**config.mk**
```make
export PLATFORM = sky130hd
export DESIGN_NAME = pcd_ctrl
export DESIGN_NICKNAME = d
export VERILOG_FILES = /design/src/shared/pcd_pkg.sv /design/src/rtl/pcd_deglitch.sv /design/src/rtl/pcd_ctrl.sv
export VERILOG_INCLUDE_DIRS = /design/src /design/src/shared
export SDC_FILE = /design/constraint.sdc
export NUM_CORES = 1
export LEC_CHECK = 0
export BUFFER_PORTS_ARGS = -buffer_cell sky130_fd_sc_hd__buf_2
export CORE_UTILIZATION = 58
export DETAILED_ROUTE_END_ITERATION = 16
export PLACE_DENSITY = 0.79
export SLEW_MARGIN = 20
export SYNTH_ARGS = -nofsm -noshare
export SYNTH_HDL_FRONTEND = slang
export SYNTH_SLANG_ARGS = --single-unit
```
**constraint.sdc**
```tcl
create_clock -name i_clock -period 4 [get_ports i_clock]
set_input_delay 0.6 -clock i_clock [delete_from_list [all_inputs] [get_ports i_clock]]
set_output_delay 0.6 -clock i_clock [all_outputs]
set_load 0.02 [all_outputs]
```
**src/shared/pcd_params.svh**
```systemverilog
// Timing, width and reset constants for the pulse count dimming controller.
`ifndef PCD_PARAMS_SVH
`define PCD_PARAMS_SVH
`define PCD_CLK_PERIOD_NS      10
`define PCD_GLITCH_NS          200
`define PCD_GLITCH_CYC         ((`PCD_GLITCH_NS + `PCD_CLK_PERIOD_NS - 1) / `PCD_CLK_PERIOD_NS)
`define PCD_SHUTDOWN_US        800
`define PCD_SHUTDOWN_CYC       ((`PCD_SHUTDOWN_US * 1000) / `PCD_CLK_PERIOD_NS)
`define PCD_LEVEL_W            4
`define PCD_SINKS              6
`define PCD_LEVEL_RESET        4'h0
`define PCD_LEVEL_LAST         4'hF
`define PCD_FULL_CURRENT_UA    20000
`define PCD_STEP_UA            1250
`endif

```
**src/shared/pcd_pkg.sv**
```systemverilog
// Types shared by the pulse count dimming controller.
package pcd_pkg;
   typedef enum logic [1:0] {
      PCD_OFF    = 2'b00,
      PCD_ON     = 2'b01
   } pcd_state_t;

   typedef struct packed {
      logic       enabled;
      logic [3:0] level;
   } pcd_drive_t;
endpackage

```
**src/rtl/pcd_deglitch.sv**
```systemverilog
// Synchroniser and stability filter for the enable pin.
`timescale 1ns/1ps
`include "pcd_params.svh"
module pcd_deglitch #(
   parameter int STABLE_CYC = `PCD_GLITCH_CYC
) (
   // Clock, reset and enable.
   input  wire logic i_clock,
   input  wire logic i_srst,
   input  wire logic i_ce,
   // Raw pin and filtered level.
   input  wire logic i_pin,
   output logic      o_level,
   output logic      o_rise
);
   localparam int CW = $clog2(STABLE_CYC + 1);
   logic          sync1_reg;
   logic          sync2_reg;
   logic [CW-1:0] cnt_reg;

   always_ff @(posedge i_clock) begin
      if (i_srst) begin
         sync1_reg <= 1'b0;
         sync2_reg <= 1'b0;
      end else if (i_ce) begin
         sync1_reg <= i_pin;
         sync2_reg <= sync1_reg;
      end
   end

   // A change is taken only once it has held for STABLE_CYC cycles.
   always_ff @(posedge i_clock) begin
      if (i_srst) begin
         cnt_reg <= '0;
         o_level <= 1'b0;
         o_rise  <= 1'b0;
      end else if (i_ce) begin
         o_rise <= 1'b0;
         if (sync2_reg == o_level) begin
            cnt_reg <= '0;
         end else if (cnt_reg == CW'(STABLE_CYC - 1)) begin
            cnt_reg <= '0;
            o_level <= sync2_reg;
            o_rise  <= sync2_reg;
         end else begin
            cnt_reg <= cnt_reg + CW'(1);
         end
      end
   end
endmodule

```
**src/rtl/pcd_ctrl.sv**
```systemverilog
// Top of the pulse count dimming controller: edge counting, level hold and shutdown.
`timescale 1ns/1ps
`include "pcd_params.svh"
////////////////////////////////////////////////////////////////////////////////
module pcd_ctrl
   import pcd_pkg::*;
#(
   parameter int GLITCH_CYC   = `PCD_GLITCH_CYC,
   parameter int SHUTDOWN_CYC = `PCD_SHUTDOWN_CYC,
   parameter int SINKS        = `PCD_SINKS
) (
   // Clock, reset and enable.
   input  wire logic           i_clock,
   input  wire logic           i_srst,
   input  wire logic           i_ce,
   // Enable pin from the host.
   input  wire logic           i_enable_pin,
   // Sink drive.
   output pcd_pkg::pcd_drive_t o_drive,
   output logic [SINKS-1:0]    o_sink_on,
   output logic [3:0]          o_level,
   output logic [14:0]         o_current_ua,
   output logic                o_enabled
);
   import pcd_pkg::*;

   localparam int SW = $clog2(SHUTDOWN_CYC + 1);

   ////////////////////////////////////////////////////////////////////////////
   logic          pin_level;
   logic          pin_rise;
   pcd_state_t    state_reg;
   logic [3:0]    level_reg;
   logic [SW-1:0] low_cnt_reg;
   logic          shut_now;

   pcd_deglitch #(
      .STABLE_CYC (GLITCH_CYC)
   ) u_deglitch (
      .i_clock (i_clock),
      .i_srst  (i_srst),
      .i_ce    (i_ce),
      .i_pin   (i_enable_pin),
      .o_level (pin_level),
      .o_rise  (pin_rise)
   );

   // Current in microamps for a level; level 0 is full scale.
   function automatic logic [14:0] pcd_current(input logic [3:0] lvl);
      pcd_current = 15'(`PCD_FULL_CURRENT_UA - `PCD_STEP_UA * int'(lvl));
   endfunction

   assign shut_now = (low_cnt_reg == SW'(SHUTDOWN_CYC - 1)) && !pin_level;

   ////////////////////////////////////////////////////////////////////////////
   // Low time counter for shutdown detection.
   always_ff @(posedge i_clock) begin
      if (i_srst) begin
         low_cnt_reg <= '0;
      end else if (i_ce) begin
         if (pin_level || state_reg == PCD_OFF) begin
            low_cnt_reg <= '0;
         end else if (!shut_now) begin
            low_cnt_reg <= low_cnt_reg + SW'(1);
         end else begin
            low_cnt_reg <= '0;
         end
      end
   end

   // Operating state.
   always_ff @(posedge i_clock) begin
      if (i_srst) begin
         state_reg <= PCD_OFF;
      end else if (i_ce) begin
         unique case (state_reg)
            PCD_OFF: begin
               if (pin_rise) begin
                  state_reg <= PCD_ON;
               end
            end
            PCD_ON: begin
               if (shut_now) begin
                  state_reg <= PCD_OFF;
               end
            end
            default: begin
               state_reg <= PCD_OFF;
            end
         endcase
      end
   end

   // Brightness level: the enabling edge leaves level 0, each later edge advances it by one and wraps.
   always_ff @(posedge i_clock) begin
      if (i_srst) begin
         level_reg <= `PCD_LEVEL_RESET;
      end else if (i_ce) begin
         if (state_reg == PCD_OFF) begin
            level_reg <= `PCD_LEVEL_RESET;
         end else if (pin_rise) begin
            level_reg <= level_reg + 4'h1;
         end
      end
   end

   ////////////////////////////////////////////////////////////////////////////
   // Registered outputs, one cycle behind the state.
   always_ff @(posedge i_clock) begin
      if (i_srst) begin
         o_enabled    <= 1'b0;
         o_level      <= 4'h0;
         o_current_ua <= 15'h0000;
         o_sink_on    <= '0;
         o_drive      <= '0;
      end else if (i_ce) begin
         o_enabled    <= (state_reg == PCD_ON);
         o_level      <= (state_reg == PCD_ON) ? level_reg : 4'h0;
         o_current_ua <= (state_reg == PCD_ON) ? pcd_current(level_reg) : 15'h0000;
         o_sink_on    <= {SINKS{state_reg == PCD_ON}};
         o_drive      <= '{enabled: (state_reg == PCD_ON), level: (state_reg == PCD_ON) ? level_reg : 4'h0};
      end
   end
endmodule

```
==> impl_results.md <==
* Tot GR Track Use at 0.247
* Vias/cell at a little under 6
* Maximum fanout along the worst path at 14
* Post-route insts no fill at between 400 and 500
* Cts hold-fix bufs at 0
* Slew margin rel. at 0.417
* Peak supply drop at roughly 0.17 mV
* DRT Wirelength at 5810 um
* Clk slew on worst S/H paths at 90 ps
* MaxCap Viol Count at 0
* Cell count after synthesis at ~340
* Core area at between 4000 and 5000 sq um
* Mapped Nets at 368
* Sink Count at 49
* Final TNS setup at 0 ps
* Vias at roughly 2400
* Most frequent cell after synthesis: dfxtp_1
* DR WL/cell at around 14 um
* Synth Area in Compound Gates at 0.206
* Post-synth ARST share at 0
* Largest net degree at the start of global routing at just under 50
* Slew Viols, Final at 0
* Top Layer Used: met4
* Post-synth top area cell: dfxtp_1
* Area grow syn2layout at 5.68%
* Most common library cells after synthesis: dfxtp_1, nor2_1, nand2_1
* Post-CTS setup repair buffer count at 0
* Worst setup EP type: register
* Lkg Pwr at between 0.001 and 0.0015 uW
* Worst setup SP type: register
* Synth Flop Type: dfxtp_1
* Post-Synth Adder-Cell Area at 0.107
* GRT overflow at 0
* Dpl hpwl at a little under 4000 um
* Resize count post-CTS at 0
* Tightest Pin Transition at slightly below 900 ps
* Fmax at ~290 MHz
* Post-route ant nets at 0
* Max reg flops at 17
* Final setup viols at 0
* Status: finished clean
* Met3 routed WL at 314 um
* Critical path class: reg2reg
* Die area at about 5300 sq um
* DR DRC count at 0
* Largest cells by area after synthesis: dfxtp_1, ha_1, nor2_1, buf_4, nand2_1
* Site Rows at 25
* Die height at about 73 um
* Root buffer cell: clkbuf_8
* Skew-Pair Late Insertion Delay at around 300 ps
* Initial antenna violation count at 0
* Initial DRT Pass Iterations at 5
* Hold Vio Cnt, Final at 0
* Proportion of synthesized area in mux cells at 0.0104
* CTS tree: done
* Hold WC Path Type: reg2reg
* Mean area per synthesized cell at ~8.5 sq um
* Clk_skew at 5.82 ps
* Arr. time, crit path at 3690 ps
* EDFF count, synth at 0
* Antenna Cells at 0
* # nets final at between 300 and 400
* Initial drt markers at ~270
* Main combinational cell family by area after synthesis: compound AO/OA/AOI/OAI gates
* TritonCTS buffer count at 5
* Yosys cell types at between 50 and 60
* Clk buf depth at 2
* Fin crit period at 3490 ps
* Flops & latches, synth at 49
* Post-synth top area share at 0.340
* Mapped Area at around 2900 sq um
* Final period util at 0.873
* PwrDens at ~270 nW/um^2
* # port buffers at 33
* Met2 wire length at about 2500 um
* Initial Util at 0.607
* Post-synthesis simple-gate area fraction at 0.205
* Synth Area in XOR/XNOR at 0.0455
* Layout cell share with drive strength beyond 1 at 0.143
* RSZ-0062 raised after global routing: false
* Htree depth at 2
* Top Ports at 35
* WP data required at 4200 ps
* Inst Count DP at between 400 and 500
* Die Span X at between 70 and 80 um
* Post-synthesis sequential area ratio at 0.340
* Wire length of the first global-routing pass at between 10000 and 15000 um
* Vias in the first global route at 2153
* Syn. warnings at 0
* GP Congestion at 0.879
* Wire length on met1 at around 2900 um
==> path summary, 6_finish.rpt <==
kind,startpoint,endpoint,slack [ps],depth (start not counted)
min reg2reg,o_current_ua[14]$_SDFFE_PP0P_,o_current_ua[14]$_SDFFE_PP0P_,480,2
min,o_current_ua[14]$_SDFFE_PP0P_,o_current_ua[14]$_SDFFE_PP0P_,480,2
max,level_reg[2]$_SDFFE_PP0P_,o_current_ua[13]$_SDFFE_PP0P_,510,11
max reg2reg,level_reg[2]$_SDFFE_PP0P_,o_current_ua[13]$_SDFFE_PP0P_,510,11
==> critical path: stages, from the launching register on <==
cell and delay [ps]:
dfxtp_1 630, inv_1 250, fa_1 560, inv_1 40, ha_1 320, ha_1 310, a211oi_2 290, nor4b_1 100
or3b_1 420, a31oi_1 200, xor2_1 90, a22o_1 180
==> area by class of cell <==
type | instances | area [sq um]
fill | 421 | 1700
multi-input combinational | 246 | 1660
sequential | 49 | 981
timing repair buffer | 36 | 188
tap | 67 | 83.8
clock buffer | 6 | 82.6
inverter | 11 | 41.3
clock inverter | 2 | 13.8
==> cells by family after synthesis <==
| group | after synthesis |
|---|---|
| simple gates | 119 |
| xor+xnor | 15 |
| flops | 49 |
| fa+ha+maj | 23 |
| compound gates | 85 |
| buf+inv | 46 |
| mux | 3 |
| other cells | 1 |
==> power breakdown <==
part           switching [uW]  internal, uW
Combinational            20.5          5.21
Sequential              0.932           488
Clock                     170           141
==> cell usage in the layout (no fill, tap or decap), types with 4 or more instances in the layout <==
master | Yosys | routed
dfxtp_1 | 49 | 49
nor2_1 | 36 | 36
buf_2 | 4 | 33
nand2_1 | 30 | 30
a21oi_1 | 22 | 22
ha_1 | 20 | 20
a22oi_1 | 13 | 13
nand3_1 | 13 | 13
a311oi_1 | 12 | 12
inv_1 | 11 | 11
o21ai_0 | 10 | 10
xnor2_1 | 9 | 9
and3_1 | 8 | 8
xor2_1 | 6 | 6
a41oi_1 | 6 | 6
clkbuf_8 | 0 | 6
nand2b_1 | 5 | 5
a31oi_1 | 5 | 5
nor3_1 | 4 | 4
nor3b_1 | 4 | 4
==> layer usage <==
metal,vias up,track usage
li1,1217,-
met4,0,0.0588
met1,1124,0.376
met2,83,0.362
met5,-,0
met3,6,0.0417
==> per-stage QoR <==
stage | setup WS [ps] | cell area [sq um] | utilization | power, uW | hold WS [ps]
2_1_floorplan | 890 | 2890 | - | 521 | 446
3_3_place_gp | 672 | 2960 | 0.622 | 526 | 449
3_5_place_dp | 537 | 2960 | 0.622 | 526 | 464
4_1_cts | 526 | 3050 | 0.642 | 831 | 485
5_1_grt | 207 | 3050 | 0.642 | 851 | 507
6_report | 507 | 3050 | 0.642 | 825 | 479
Power figures use the tool's default switching activity.
